===== config.mk =====
export PLATFORM = sky130hd
export DESIGN_NAME = tlic_controller
export DESIGN_NICKNAME = d
export VERILOG_FILES = /design/src/rtl/tlic_controller.v /design/src/rtl/tlic_sync_edge.v
export VERILOG_INCLUDE_DIRS = /design/src /design/src/rtl
export SDC_FILE = /design/constraint.sdc
export NUM_CORES = 1
export LEC_CHECK = 0
export BUFFER_PORTS_ARGS = -buffer_cell sky130_fd_sc_hd__clkbuf_2
export CORE_ASPECT_RATIO = 1.5
export CORE_MARGIN = 2
export CORE_UTILIZATION = 45
export CTS_CLUSTER_SIZE = 40
export DETAILED_ROUTE_END_ITERATION = 12
export PLACE_DENSITY = 0.81
export SYNTH_ARGS = -nofsm -noshare
export SYNTH_HDL_FRONTEND = slang
export SYNTH_SLANG_ARGS = --single-unit

===== constraint.sdc =====
create_clock -name hclk -period 2.44 [get_ports hclk]
set_clock_uncertainty 0.15 [all_clocks]
set_input_delay 0.122 -clock hclk [delete_from_list [all_inputs] [get_ports hclk]]
set_output_delay 0.122 -clock hclk [all_outputs]
set_load 0.05 [all_outputs]

===== src/rtl/tlic_regs.vh =====
// Purpose: register offsets, field positions, reset values and timing counts of the controller
// Assumes: byte addresses on a 32-bit AHB-Lite bus, one aligned word per register
// Notes:   included by its bare name; definitions only
`ifndef TLIC_REGS_VH
`define TLIC_REGS_VH

// register byte offsets
`define TLIC_OFS_MAIN_CTRL      8'h00
`define TLIC_OFS_RESET_CTRL     8'h04
`define TLIC_OFS_CTRL_TWO       8'h08
`define TLIC_OFS_PERIPH_FLAGS   8'h0C
`define TLIC_OFS_PERIPH_ENABLES 8'h10
`define TLIC_OFS_PERIPH_PRIOS   8'h14
`define TLIC_OFS_STATUS         8'h18

// main control fields
`define TLIC_MC_GLOBAL_HIGH     7
`define TLIC_MC_PERIPH_LOW      6
`define TLIC_MC_TMR0_EN         5
`define TLIC_MC_EXT0_EN         4
`define TLIC_MC_PORT_EN         3
`define TLIC_MC_TMR0_FLAG       2
`define TLIC_MC_EXT0_FLAG       1
`define TLIC_MC_PORT_FLAG       0

// reset control and second control register fields
`define TLIC_RC_PRIO_MODE       7
`define TLIC_C2_EXT0_EDGE       6
`define TLIC_C2_TMR0_PRIO       2
`define TLIC_C2_PORT_PRIO       0
`define TLIC_C2_MASK            8'h45

// status fields
`define TLIC_ST_HIGH_ACTIVE     0
`define TLIC_ST_LOW_ACTIVE      1

// reset values
`define TLIC_RST_MAIN_CTRL      8'h00
`define TLIC_RST_RESET_CTRL     8'h00
`define TLIC_RST_CTRL_TWO       8'h45
`define TLIC_RST_PERIPH_FLAGS   8'h00
`define TLIC_RST_PERIPH_ENABLES 8'h00
`define TLIC_RST_PERIPH_PRIOS   8'hFF

// vectors and program counter width
`define TLIC_PC_W               21
`define TLIC_VEC_HIGH           21'h00_0008
`define TLIC_VEC_LOW            21'h00_0018

// timing: clocks per instruction cycle
`define TLIC_CLK_PER_INSTR      4

`endif


===== src/rtl/tlic_controller.v =====
// Purpose: two-level prioritised interrupt controller with AHB-Lite register slave
// Assumes: core takes push and load pulses; instruction rate is a divided enable
// Notes:   slave is zero wait state, response always OKAY
`timescale 1ns/1ps
`include "tlic_regs.vh"

// How it works
// high level vectors to 0008h, low level to 0018h.
// a pending high request nests above a running low routine.
// every source has a flag, an enable and a priority bit; here external pin zero has no priority bit and is always high.
// two-level scheme only while priority mode bit 7 of reset control is set.
// in priority mode bit 7 enables all high-priority sources.
// in priority mode bit 6 enables all low-priority sources.
// flag, enable and level enable all set vectors at once.
// priority mode clear by default; per-source priorities then ignored.
// compatibility mode: bit 6 gates peripherals, bit 7 gates everything.
// compatibility mode always vectors to 0008h.
// accepting clears the global enable in use.
// no low-priority service while a high routine runs.
// push return address first, then load the vector.
// software clears serviced flags before re-enabling.
// return instruction sets the enable cleared on entry again.
// pin and port-change latency is three to four instruction cycles.
// flags set regardless of any enable.
// software avoids memory-to-memory moves on these registers while enabled.
// bit 7 is all-unmasked enable, or high enable in priority mode.
// bit 6 enables low-priority peripherals in priority mode.
// bit 2 timer zero overflow flag, sticky; bit 5 its enable.
// bit 1 external pin zero flag, sticky; bit 4 its enable.
// bit 0 port change flag, bit 3 enable; mismatch keeps setting it.
// edge select: 1 rising, 0 falling on the external pin.
// simultaneous high and low requests: high first.
// external pins synchronised before edge detection.
module tlic_controller #(
    parameter CLK_PER_INSTR = `TLIC_CLK_PER_INSTR,
    parameter NUM_PERIPH    = 8
) (
    input  wire                    hclk,
    input  wire                    hresetn,
    input  wire                    hsel,
    input  wire [31:0]             haddr,
    input  wire [1:0]              htrans,
    input  wire                    hwrite,
    input  wire [2:0]              hsize,
    input  wire [31:0]             hwdata,
    input  wire                    hready,
    output reg  [31:0]             hrdata,
    output wire                    hreadyout,
    output wire                    hresp,
    input  wire                    tmr0_overflow,
    input  wire                    ext_pin_zero,
    input  wire [3:0]              port_b_upper_pins,
    input  wire                    port_b_read,
    input  wire [NUM_PERIPH-1:0]   periph_event,
    input  wire                    return_from_irq_instr,
    output reg                     push_return,
    output reg                     vector_load,
    output reg  [`TLIC_PC_W-1:0]   vector_addr,
    output wire                    instr_tick
);
    localparam ST_IDLE = 2'd0;
    localparam ST_PUSH = 2'd1;
    localparam ST_LOAD = 2'd2;
    localparam DIV_W   = 8;

    reg  [7:0]            main_ctrl_reg;
    reg  [7:0]            main_ctrl_next;
    reg                   prio_mode_reg;
    reg  [7:0]            ctrl_two_reg;
    reg  [NUM_PERIPH-1:0] pflag_reg;
    reg  [NUM_PERIPH-1:0] pflag_next;
    reg  [NUM_PERIPH-1:0] pen_reg;
    reg  [NUM_PERIPH-1:0] pprio_reg;
    reg                   high_active_reg;
    reg                   low_active_reg;
    reg  [1:0]            state_reg;
    reg                   sel_high_reg;
    reg  [3:0]            port_latch_reg;
    reg  [DIV_W-1:0]      div_reg;
    reg                   dp_write_reg;
    reg  [7:0]            dp_addr_reg;
    wire [3:0]            port_level;
    wire                  ext0_rise;
    wire                  ext0_fall;
    wire                  ext0_event;
    wire                  port_mismatch;
    wire                  addr_phase;
    wire                  hi_req;
    wire                  lo_req;
    wire                  compat_req;
    wire                  accept;
    wire                  accept_high;

    // bus handshake: never stalls, always OKAY
    assign hreadyout = 1'b1;
    assign hresp     = 1'b0;
    assign addr_phase = hsel & htrans[1] & hready;

    // decode a byte offset to the register's read value
    function [7:0] rd_mux;
        input [7:0] ofs;
        begin
            case (ofs)
                `TLIC_OFS_MAIN_CTRL:      rd_mux = main_ctrl_reg;
                `TLIC_OFS_RESET_CTRL:     rd_mux = {prio_mode_reg, 7'b000_0000};
                `TLIC_OFS_CTRL_TWO:       rd_mux = ctrl_two_reg;
                `TLIC_OFS_PERIPH_FLAGS:   rd_mux = pflag_reg;
                `TLIC_OFS_PERIPH_ENABLES: rd_mux = pen_reg;
                `TLIC_OFS_PERIPH_PRIOS:   rd_mux = pprio_reg;
                `TLIC_OFS_STATUS:         rd_mux = {6'b00_0000, low_active_reg, high_active_reg};
                default:                  rd_mux = 8'h00;
            endcase
        end
    endfunction

    // data-phase write strobe for one offset; state passed in so @* sees it
    function wr_hit;
        input       wr;
        input [7:0] addr;
        input [7:0] ofs;
        begin
            wr_hit = wr & (addr == ofs);
        end
    endfunction

    // instruction-cycle enable from a divider
    always @(posedge hclk or negedge hresetn) begin
        if (!hresetn) begin
            div_reg <= {DIV_W{1'b0}};
        end else if (div_reg == CLK_PER_INSTR[DIV_W-1:0] - 8'd1) begin
            div_reg <= {DIV_W{1'b0}};
        end else begin
            div_reg <= div_reg + 8'd1;
        end
    end
    assign instr_tick = (div_reg == CLK_PER_INSTR[DIV_W-1:0] - 8'd1);

    // external pin and port pins synchronised, edges found
    tlic_sync_edge #(.WIDTH(1)) u_ext0_sync (
        .hclk      (hclk),
        .hresetn   (hresetn),
        .pin_in    (ext_pin_zero),
        .level_out (),
        .rise_out  (ext0_rise),
        .fall_out  (ext0_fall)
    );
    tlic_sync_edge #(.WIDTH(4)) u_port_sync (
        .hclk      (hclk),
        .hresetn   (hresetn),
        .pin_in    (port_b_upper_pins),
        .level_out (port_level),
        .rise_out  (),
        .fall_out  ()
    );

    // edge select chooses rising or falling
    assign ext0_event = ctrl_two_reg[`TLIC_C2_EXT0_EDGE] ? ext0_rise : ext0_fall;

    // port latch taken on a port read; mismatch against it
    always @(posedge hclk or negedge hresetn) begin
        if (!hresetn) begin
            port_latch_reg <= 4'h0;
        end else if (port_b_read) begin
            port_latch_reg <= port_level;
        end
    end
    assign port_mismatch = (port_level != port_latch_reg);

    // bus address phase captured for the data phase
    always @(posedge hclk or negedge hresetn) begin
        if (!hresetn) begin
            dp_write_reg <= 1'b0;
            dp_addr_reg  <= 8'h00;
            hrdata       <= 32'h0000_0000;
        end else begin
            dp_write_reg <= addr_phase & hwrite;
            dp_addr_reg  <= {haddr[7:2], 2'b00};
            if (addr_phase & ~hwrite) begin
                hrdata <= {24'h00_0000, rd_mux({haddr[7:2], 2'b00})};
            end
        end
    end

    // request qualification per level
    assign hi_req = prio_mode_reg & main_ctrl_reg[`TLIC_MC_GLOBAL_HIGH] & (
        (main_ctrl_reg[`TLIC_MC_TMR0_FLAG] & main_ctrl_reg[`TLIC_MC_TMR0_EN]
            & ctrl_two_reg[`TLIC_C2_TMR0_PRIO]) |
        (main_ctrl_reg[`TLIC_MC_EXT0_FLAG] & main_ctrl_reg[`TLIC_MC_EXT0_EN]) |
        (main_ctrl_reg[`TLIC_MC_PORT_FLAG] & main_ctrl_reg[`TLIC_MC_PORT_EN]
            & ctrl_two_reg[`TLIC_C2_PORT_PRIO]) |
        (|(pflag_reg & pen_reg & pprio_reg)));
    assign lo_req = prio_mode_reg & main_ctrl_reg[`TLIC_MC_PERIPH_LOW] & ~high_active_reg & (
        (main_ctrl_reg[`TLIC_MC_TMR0_FLAG] & main_ctrl_reg[`TLIC_MC_TMR0_EN]
            & ~ctrl_two_reg[`TLIC_C2_TMR0_PRIO]) |
        (main_ctrl_reg[`TLIC_MC_PORT_FLAG] & main_ctrl_reg[`TLIC_MC_PORT_EN]
            & ~ctrl_two_reg[`TLIC_C2_PORT_PRIO]) |
        (|(pflag_reg & pen_reg & ~pprio_reg)));
    // priority bits play no part here
    assign compat_req = ~prio_mode_reg & main_ctrl_reg[`TLIC_MC_GLOBAL_HIGH] & (
        (main_ctrl_reg[`TLIC_MC_TMR0_FLAG] & main_ctrl_reg[`TLIC_MC_TMR0_EN]) |
        (main_ctrl_reg[`TLIC_MC_EXT0_FLAG] & main_ctrl_reg[`TLIC_MC_EXT0_EN]) |
        (main_ctrl_reg[`TLIC_MC_PORT_FLAG] & main_ctrl_reg[`TLIC_MC_PORT_EN]) |
        (main_ctrl_reg[`TLIC_MC_PERIPH_LOW] & (|(pflag_reg & pen_reg))));

    // accepted only at an instruction boundary, one entry at a time
    assign accept      = instr_tick & (state_reg == ST_IDLE) & (hi_req | lo_req | compat_req);
    assign accept_high = hi_req | compat_req;

    // main control: software write, hardware flag set, entry clear, return set
    always @* begin
        main_ctrl_next = main_ctrl_reg;
        if (wr_hit(dp_write_reg, dp_addr_reg, `TLIC_OFS_MAIN_CTRL)) begin
            main_ctrl_next = hwdata[7:0];
        end
        // flags set on event regardless of enables, set wins over clear
        if (tmr0_overflow) begin
            main_ctrl_next[`TLIC_MC_TMR0_FLAG] = 1'b1;
        end
        if (ext0_event) begin
            main_ctrl_next[`TLIC_MC_EXT0_FLAG] = 1'b1;
        end
        if (port_mismatch) begin
            main_ctrl_next[`TLIC_MC_PORT_FLAG] = 1'b1;
        end
        // return sets the enable cleared on entry
        if (return_from_irq_instr) begin
            if (!prio_mode_reg) begin
                main_ctrl_next[`TLIC_MC_GLOBAL_HIGH] = 1'b1;
            end else if (high_active_reg) begin
                main_ctrl_next[`TLIC_MC_GLOBAL_HIGH] = 1'b1;
            end else if (low_active_reg) begin
                main_ctrl_next[`TLIC_MC_PERIPH_LOW] = 1'b1;
            end
        end
        // entry clears the enable in use
        if (accept) begin
            if (!prio_mode_reg || hi_req) begin
                main_ctrl_next[`TLIC_MC_GLOBAL_HIGH] = 1'b0;
            end else begin
                main_ctrl_next[`TLIC_MC_PERIPH_LOW] = 1'b0;
            end
        end
    end

    // peripheral flags: set wins over software clear
    always @* begin
        pflag_next = pflag_reg;
        if (wr_hit(dp_write_reg, dp_addr_reg, `TLIC_OFS_PERIPH_FLAGS)) begin
            pflag_next = hwdata[NUM_PERIPH-1:0];
        end
        pflag_next = pflag_next | periph_event;
    end

    // register file
    always @(posedge hclk or negedge hresetn) begin
        if (!hresetn) begin
            main_ctrl_reg <= `TLIC_RST_MAIN_CTRL;
            prio_mode_reg <= 1'b0;
            ctrl_two_reg  <= `TLIC_RST_CTRL_TWO;
            pflag_reg     <= {NUM_PERIPH{1'b0}};
            pen_reg       <= {NUM_PERIPH{1'b0}};
            pprio_reg     <= {NUM_PERIPH{1'b1}};
        end else begin
            main_ctrl_reg <= main_ctrl_next;
            pflag_reg     <= pflag_next;
            if (wr_hit(dp_write_reg, dp_addr_reg, `TLIC_OFS_RESET_CTRL)) begin
                prio_mode_reg <= hwdata[`TLIC_RC_PRIO_MODE];
            end
            if (wr_hit(dp_write_reg, dp_addr_reg, `TLIC_OFS_CTRL_TWO)) begin
                ctrl_two_reg <= hwdata[7:0] & `TLIC_C2_MASK;
            end
            if (wr_hit(dp_write_reg, dp_addr_reg, `TLIC_OFS_PERIPH_ENABLES)) begin
                pen_reg <= hwdata[NUM_PERIPH-1:0];
            end
            if (wr_hit(dp_write_reg, dp_addr_reg, `TLIC_OFS_PERIPH_PRIOS)) begin
                pprio_reg <= hwdata[NUM_PERIPH-1:0];
            end
        end
    end

    // active level tracking for nesting and return
    always @(posedge hclk or negedge hresetn) begin
        if (!hresetn) begin
            high_active_reg <= 1'b0;
            low_active_reg  <= 1'b0;
        end else begin
            // a return ends the active level; a same-cycle entry overrides it
            if (return_from_irq_instr) begin
                if (high_active_reg) begin
                    high_active_reg <= 1'b0;
                end else begin
                    low_active_reg <= 1'b0;
                end
            end
            if (accept) begin
                if (!prio_mode_reg || hi_req) begin
                    high_active_reg <= 1'b1;
                end else begin
                    low_active_reg <= 1'b1;
                end
            end
        end
    end

    // entry sequence: accept, push at next tick, load at the tick after
    always @(posedge hclk or negedge hresetn) begin
        if (!hresetn) begin
            state_reg    <= ST_IDLE;
            sel_high_reg <= 1'b0;
            push_return  <= 1'b0;
            vector_load  <= 1'b0;
            vector_addr  <= {`TLIC_PC_W{1'b0}};
        end else begin
            push_return <= 1'b0;
            vector_load <= 1'b0;
            case (state_reg)
                ST_IDLE: begin
                    if (accept) begin
                        sel_high_reg <= accept_high;
                        state_reg    <= ST_PUSH;
                    end
                end
                ST_PUSH: begin
                    if (instr_tick) begin
                        push_return <= 1'b1;
                        state_reg   <= ST_LOAD;
                    end
                end
                ST_LOAD: begin
                    if (instr_tick) begin
                        vector_load <= 1'b1;
                        vector_addr <= sel_high_reg ? `TLIC_VEC_HIGH : `TLIC_VEC_LOW;
                        state_reg   <= ST_IDLE;
                    end
                end
                default: begin
                    state_reg <= ST_IDLE;
                end
            endcase
        end
    end
endmodule // tlic_controller


===== src/rtl/tlic_sync_edge.v =====
// Purpose: two-flop synchroniser with edge detection for external pins
// Assumes: pins are asynchronous to hclk
// Notes:   only the second stage and later are looked at
`timescale 1ns/1ps
module tlic_sync_edge #(
    parameter WIDTH = 1
) (
    input  wire             hclk,
    input  wire             hresetn,
    input  wire [WIDTH-1:0] pin_in,
    output wire [WIDTH-1:0] level_out,
    output wire [WIDTH-1:0] rise_out,
    output wire [WIDTH-1:0] fall_out
);
    reg [WIDTH-1:0] meta_reg;
    reg [WIDTH-1:0] sync_reg;
    reg [WIDTH-1:0] last_reg;

    // two stages, then a history stage for edges
    always @(posedge hclk or negedge hresetn) begin
        if (!hresetn) begin
            meta_reg <= {WIDTH{1'b0}};
            sync_reg <= {WIDTH{1'b0}};
            last_reg <= {WIDTH{1'b0}};
        end else begin
            meta_reg <= pin_in;
            sync_reg <= meta_reg;
            last_reg <= sync_reg;
        end
    end

    // one pulse per qualifying edge
    assign level_out = sync_reg;
    assign rise_out  = sync_reg & ~last_reg;
    assign fall_out  = ~sync_reg & last_reg;
endmodule // tlic_sync_edge

* Yosys cells after proc, flatten, opt, wreduce, memory -nomap -nowiden
Cells that the tools add are included.
** Word-level totals
- Flip-flop bits (word level) :: 102
- Bits of input ports :: 90
- Output and inout port bits :: 58
- Word-level logic and storage cells :: 144
** Operators by class
- Add/subtract/negate cells :: 1
- Equality and inequality tests :: 18
- Multiplexer cells :: 32
- Bitwise gates (word level) :: 52
- Reduce and logical (&&, ||, !) cells :: 14
** Operator list (number)
- $pmux 8 s7 :: 1
- $eq 6x3->1 const B :: 5
- $and 1x1->1 :: 29
- $and 8x8->8 :: 3
- $eq 6x2->1 const B :: 4
- $mux 8 :: 3
- $reduce_or 8->1 :: 3
- $mux 1 :: 21
- $eq 6x1->1 const B :: 2
- $or 1x1->1 :: 11
- $mux 2 :: 5
- $add 8x1->8 const B :: 1
- $eq 8x2->1 const B :: 1
- $logic_not 8->1 :: 1
- $not 8->8 :: 1
- $or 8x8->8 :: 1
- $not 1->1 :: 7
- $logic_not 6->1 :: 1
- $ne 2x2->1 const B :: 3
- $pmux 2 s3 :: 1
- $reduce_bool 2->1 :: 3
- $mux 5 :: 1
- $ne 4x4->1 :: 1
- $reduce_and 2->1 :: 2
- 6 further kinds :: 6

* Depth between registers and ports, before layout
- Depth after elaboration :: 11
- Mapped depth :: 7
- Gate-level depth less buffers :: 6

* Cells and area by module
From an unflattened synthesis, not the netlist that was laid out.
** Second synthesis, totals
- Cell total of the unflattened synthesis :: 381
- Area total of the unflattened synthesis :: 4250.3 µm²
** Modules (own cells, without submodules)
- tlic_controller :: instances 1, cells an instance 356, area each 3789.9 µm², sequential area each 1815.5 µm²
- tlic_sync_edge at u_port_sync :: instances 1, cells an instance 20, area each 370.4 µm², sequential area each 300.3 µm²
- tlic_sync_edge at u_ext0_sync :: instances 1, cells an instance 5, area each 90.1 µm², sequential area each 75.1 µm²

* Least setup slack after synthesis
No wires, ideal clock.
- Path kind :: register to register
- Start point :: register div_reg[0]
- End point :: register state_reg[0]
- Arrival time :: 1.957 ns
- Required time :: 2.225 ns
- Setup slack :: 0.268 ns
- Cell stages (with the launch flop) :: 7
- Clock period less this slack :: 2.172 ns
- Cells stage by stage :: dfrtp_1 ha_1 or4b_4 nor2_8 nand3_2 a311oi_4 or2_1
** Between the ends
- Word-level cells in the longest chain between the ends :: 5
** Ends and longest elaborated chain
- from (decl) :: RTL line tlic_controller.v:79 : reg [DIV_W-1:0] div_reg;
- from (signal assigned) :: RTL line tlic_controller.v:129 : div_reg <= {DIV_W{1'b0}};
- from (signal assigned) :: RTL line tlic_controller.v:131 : div_reg <= {DIV_W{1'b0}};
- from (signal assigned) :: RTL line tlic_controller.v:133 : div_reg <= div_reg + 8'd1;
- $eq 8x2->1 (*) :: RTL line tlic_controller.v:136 : assign instr_tick = (div_reg == CLK_PER_INSTR[DIV_W-1:0] - 8'd1);
- named net instr_tick :: RTL line tlic_controller.v:59 : output wire instr_tick
- $and 1x1->1 (2 in a row) :: RTL line tlic_controller.v:206 : assign accept = instr_tick & (state_reg == ST_IDLE) & (hi_req | lo_req | compat_req);
- $ne 2x2->1 (no source line)
- $reduce_and 3->1 (no source line) (*)
- to (signal assigned) :: RTL line tlic_controller.v:308 : state_reg <= ST_IDLE;
- to (signal assigned) :: RTL line tlic_controller.v:320 : state_reg <= ST_PUSH;
- to (signal assigned) :: RTL line tlic_controller.v:326 : state_reg <= ST_LOAD;
- to (decl) :: RTL line tlic_controller.v:76 : reg [1:0] state_reg;
Mark *: on every way through the listed nets, which the timed path passes. The rest lies on a longest branch.
A chain may end at the register's enable or synchronous reset.

* Worst setup path after layout
- Start point :: register dp_addr_reg[2]
- End point :: register main_ctrl_reg[2]
** Between the ends
- Word-level cells in the longest chain between the ends :: 3
** Ends and longest elaborated chain
- from (decl) :: RTL line tlic_controller.v:81 : reg [7:0] dp_addr_reg;
- from (signal assigned) :: RTL line tlic_controller.v:177 : dp_addr_reg <= {haddr[7:2], 2'b00};
- $logic_not 8->1 :: RTL line tlic_controller.v:122 : wr_hit = wr & (addr == ofs);
- $and 1x1->1 :: RTL line tlic_controller.v:122
- $reduce_bool 2->1 (no source line)
- to (signal assigned) :: RTL line tlic_controller.v:257 : main_ctrl_reg <= `TLIC_RST_MAIN_CTRL;
- to (signal assigned) :: RTL line tlic_controller.v:264 : main_ctrl_reg <= main_ctrl_next;
- to (decl) :: RTL line tlic_controller.v:66 : reg [7:0] main_ctrl_reg;
No other way between the ends.

==> PnR_summary.wiki <==
{| class="wikitable"
! Metric !! Value
|-
| Worst-case clock buffer depth || 2
|-
| Arrival time of the worst setup path || 2.37 ns
|-
| Gate count after technology mapping || 354
|-
| Overall power || 3400 uW
|-
| Register area share after synthesis || 51.2%
|-
| Final setup margin || 0.142 ns
|-
| Fill count || 766
|-
| Period utilization || 94.2%
|-
| Footprint of the multi-input gates || 1750 um2
|-
| # IOs || 148
|-
| Overall overflow remaining after global route || 0
|-
| Place WS || 0.0962 ns
|-
| Area used by sequential logic in the layout || 2090 um2
|-
| Initial antenna violation count || 0
|-
| Type of origin of the critical path || flip-flop
|-
| Detailed router's first-iteration violation count || 156
|-
| Most common cell after layout, fill and taps aside || sky130_fd_sc_hd__dfrtp_1
|-
| Setup repair after global routing missed its margin || no
|-
| Share of flip-flops with an asynchronous set or reset || 100%
|-
| Worst Tran Pin Value || 0.547 ns
|-
| Minimum setup slack among reg-to-reg paths || 0.14 ns
|-
| Wirelength per Cell || 16.1 um
|-
| Class of the tightest hold or removal check || in -> reg
|-
| Number of placed instances with taps included || 508
|-
| P per Cell Area || 688 nW/um2
|-
| Top flip-flop cell by instance count after synthesis || sky130_fd_sc_hd__dfrtp_1
|-
| Number of warning messages in the yosys log || 0
|-
| HPWL reported at the end of detailed placement || 6610 um
|-
| Final Max Tran Viols || 0
|-
| H-tree depth reported by CTS || 3
|-
| Number of clock sinks || 83
|-
| Total wire length after detailed routing || 8980 um
|-
| Maximum achievable frequency || 435 MHz
|-
| Clock edge transition at the registers on the reported setup and hold paths || 0.06 ns
|-
| Source-to-sink clock delay at the later pin of the worst-skew pair || 0.34 ns
|-
| Layout Nets || 533
|-
| Standby leakage power || 0.00226 uW
|-
| Buffer count from post-CTS setup fixing || 0
|-
| Input/output buffers || 48
|-
| Iteration count of the initial detailed-routing pass || 4
|-
| Post-synthesis instance area || 4080 um2
|-
| Total GRT Usage || 19.8%
|-
| Initial core utilization || 46.2%
|-
| Core area || 8830 um2
|-
| Period minus WS final || 2.30 ns
|-
| Number of max-cap violations || 0
|-
| Worst endpoint required time || 2.51 ns
|-
| First-pass GRT wire length || 14500 um
|-
| EDFF count, synth || 0
|-
| Crit. End Element || flip-flop
|-
| Average footprint of a synthesized cell || 11.5 um2
|-
| Pin count of the biggest net entering global routing || 51
|-
| Number of nets with antenna violations after routing || 0
|-
| Site row count || 42
|-
| DR vias/cell || 5.24
|-
| Width of the chip || 81.8 um
|-
| Number of distinct library cells after synthesis || 58
|-
| Result of the run || finished clean
|-
| Commonest cells after routing, fill and taps aside || sky130_fd_sc_hd__dfrtp_1, sky130_fd_sc_hd__clkbuf_2, sky130_fd_sc_hd__conb_1
|-
| DRC viols || 0
|-
| Clock tree root driver cell || sky130_fd_sc_hd__clkbuf_16
|-
| Gp weighted congestion || 0.919
|-
| Total Negative Setup Slacks || 0 ns
|-
| Diode count || 0
|-
| Layout overhead on the synthesized area || 21.1%
|-
| Die outline area || 9860 um2
|-
| Finished Layout Cells || 557
|-
| CTS Buf Count || 9
|-
| Share of final-layout standard cells stronger than drive strength 1 || 28.2%
|-
| Number of failing setup endpoints in the final timing report || 0
|-
| Final-report hold violation count || 0
|-
| Via count of the first global-routing pass || 2857
|-
| Count of state elements after synthesis || 83
|-
| Die extent in y || 121 um
|-
| Kind of critical path || reg -> reg
|-
| Detailed-route via count || 2916
|-
| TritonCTS clock tree || done
|-
| Peak fanout along the critical path || 8
|-
| Max transition margin || 63.3%
|-
| VDD IR-drop max || 0.453 mV
|}
==> critical path: stages (launching register included) <==
cell and delay (ns):
sky130_fd_sc_hd__dfrtp_1 0.41, sky130_fd_sc_hd__nor3_1 0.50, sky130_fd_sc_hd__nand2_2 0.32, sky130_fd_sc_hd__nand2_1 0.14, sky130_fd_sc_hd__nand3b_1 0.09, sky130_fd_sc_hd__dlygate4sd3_1 0.57
==> where the power goes <==
part	total (uW)	switching, uW	internal, uW
Clock	1280	537	746
Sequential	1560	81.6	1480
Combinational	557	373	184
==> cells by family (layout without fill, tap and decap cells) <==
kind of cell | count (synthesis) | count (layout) | share of synthesized area [%]
AOI/OAI and AO/OA | 57 | 57 | 11.1
DFF | 83 | 83 | 51.2
buffers and inverters | 65 | 115 | 10.1
and+or+nand+nor | 95 | 95 | 13.9
muxes | 41 | 41 | 11.0
other | 2 | 45 | 0.184
xor gates and xnor gates | 10 | 10 | 2.15
adders and majority gates | 1 | 1 | 0.307
==> through the flow <==
step,util (%),instance area (um2),hold slack [ns]
floorplan,-,4240,-0.324
global placement,48.8,4310,-0.0589
detailed placement,48.8,4310,-0.0528
CTS,55.8,4930,0.0394
global route,56.0,4940,0.0605
finish,56.0,4940,0.0538
==> synthesized netlist by cell type, drive strengths merged (3+ instances only) <==
master  instances  area, um2
a211o           8       70.1
a21oi           3       15.0
a22o            8       70.1
a22oi           9       67.6
buf            47        347
clkbuf          5       18.8
dfrtp          72       1800
dfstp          11        289
inv            13       48.8
mux2           30        338
mux2i          11        110
nand2          12       45.0
nand2b          3       18.8
nand3          24        125
nand3b          9       67.6
nand4           3       18.8
nand4b          3       26.3
nor2           17       80.1
nor3            5       25.0
o21ai           6       30.0
o22ai           6       37.5
or3             3       20.0
xnor2           6       52.6
xor2            4       35.0
==> worst paths after layout <==
path	end	startpoint	depth (start not counted)
max reg2reg	main_ctrl_reg[2]	dp_addr_reg[2]	5
min in group asynchronous	u_port_sync.meta_reg[3]	hresetn	2
min	dp_addr_reg[2]	haddr[2]	1
min reg2reg	u_ext0_sync.level_out	u_ext0_sync.meta_reg	0
max in group asynchronous	pprio_reg[1]	hresetn	3
max	main_ctrl_reg[2]	dp_addr_reg[2]	5
==> per-layer routing <==
metal  vias up  global-route usage [%]  share of wire [%]
met2        95                    33.6                 53
li1       1370                       -                  -
met4         0                    9.48                3.6
met5         -                       0                  0
met3        24                    4.48                4.5
met1      1427                    23.1                 39
==> timing repair <==
item                                    4_1_cts  5_1_grt
endpoints found under the setup margin        0        2
resized for setup                             0        3
hold endpoints to repair                    122        0
hold buffers                                 33        0
==> layout make-up <==
| class | instances | area share, % |
|---|---|---|
| Clock inverter | 5 | 0.759 |
| Clock buffer | 11 | 5.11 |
| Timing Repair Buffer | 86 | 12.6 |
| Sequential cell | 83 | 42.3 |
| Tap cell | 110 | 2.78 |
| Multi-Input combinational cell | 249 | 35.4 |
| Inverter | 13 | 0.987 |
(Power assumes the default switching activity.)
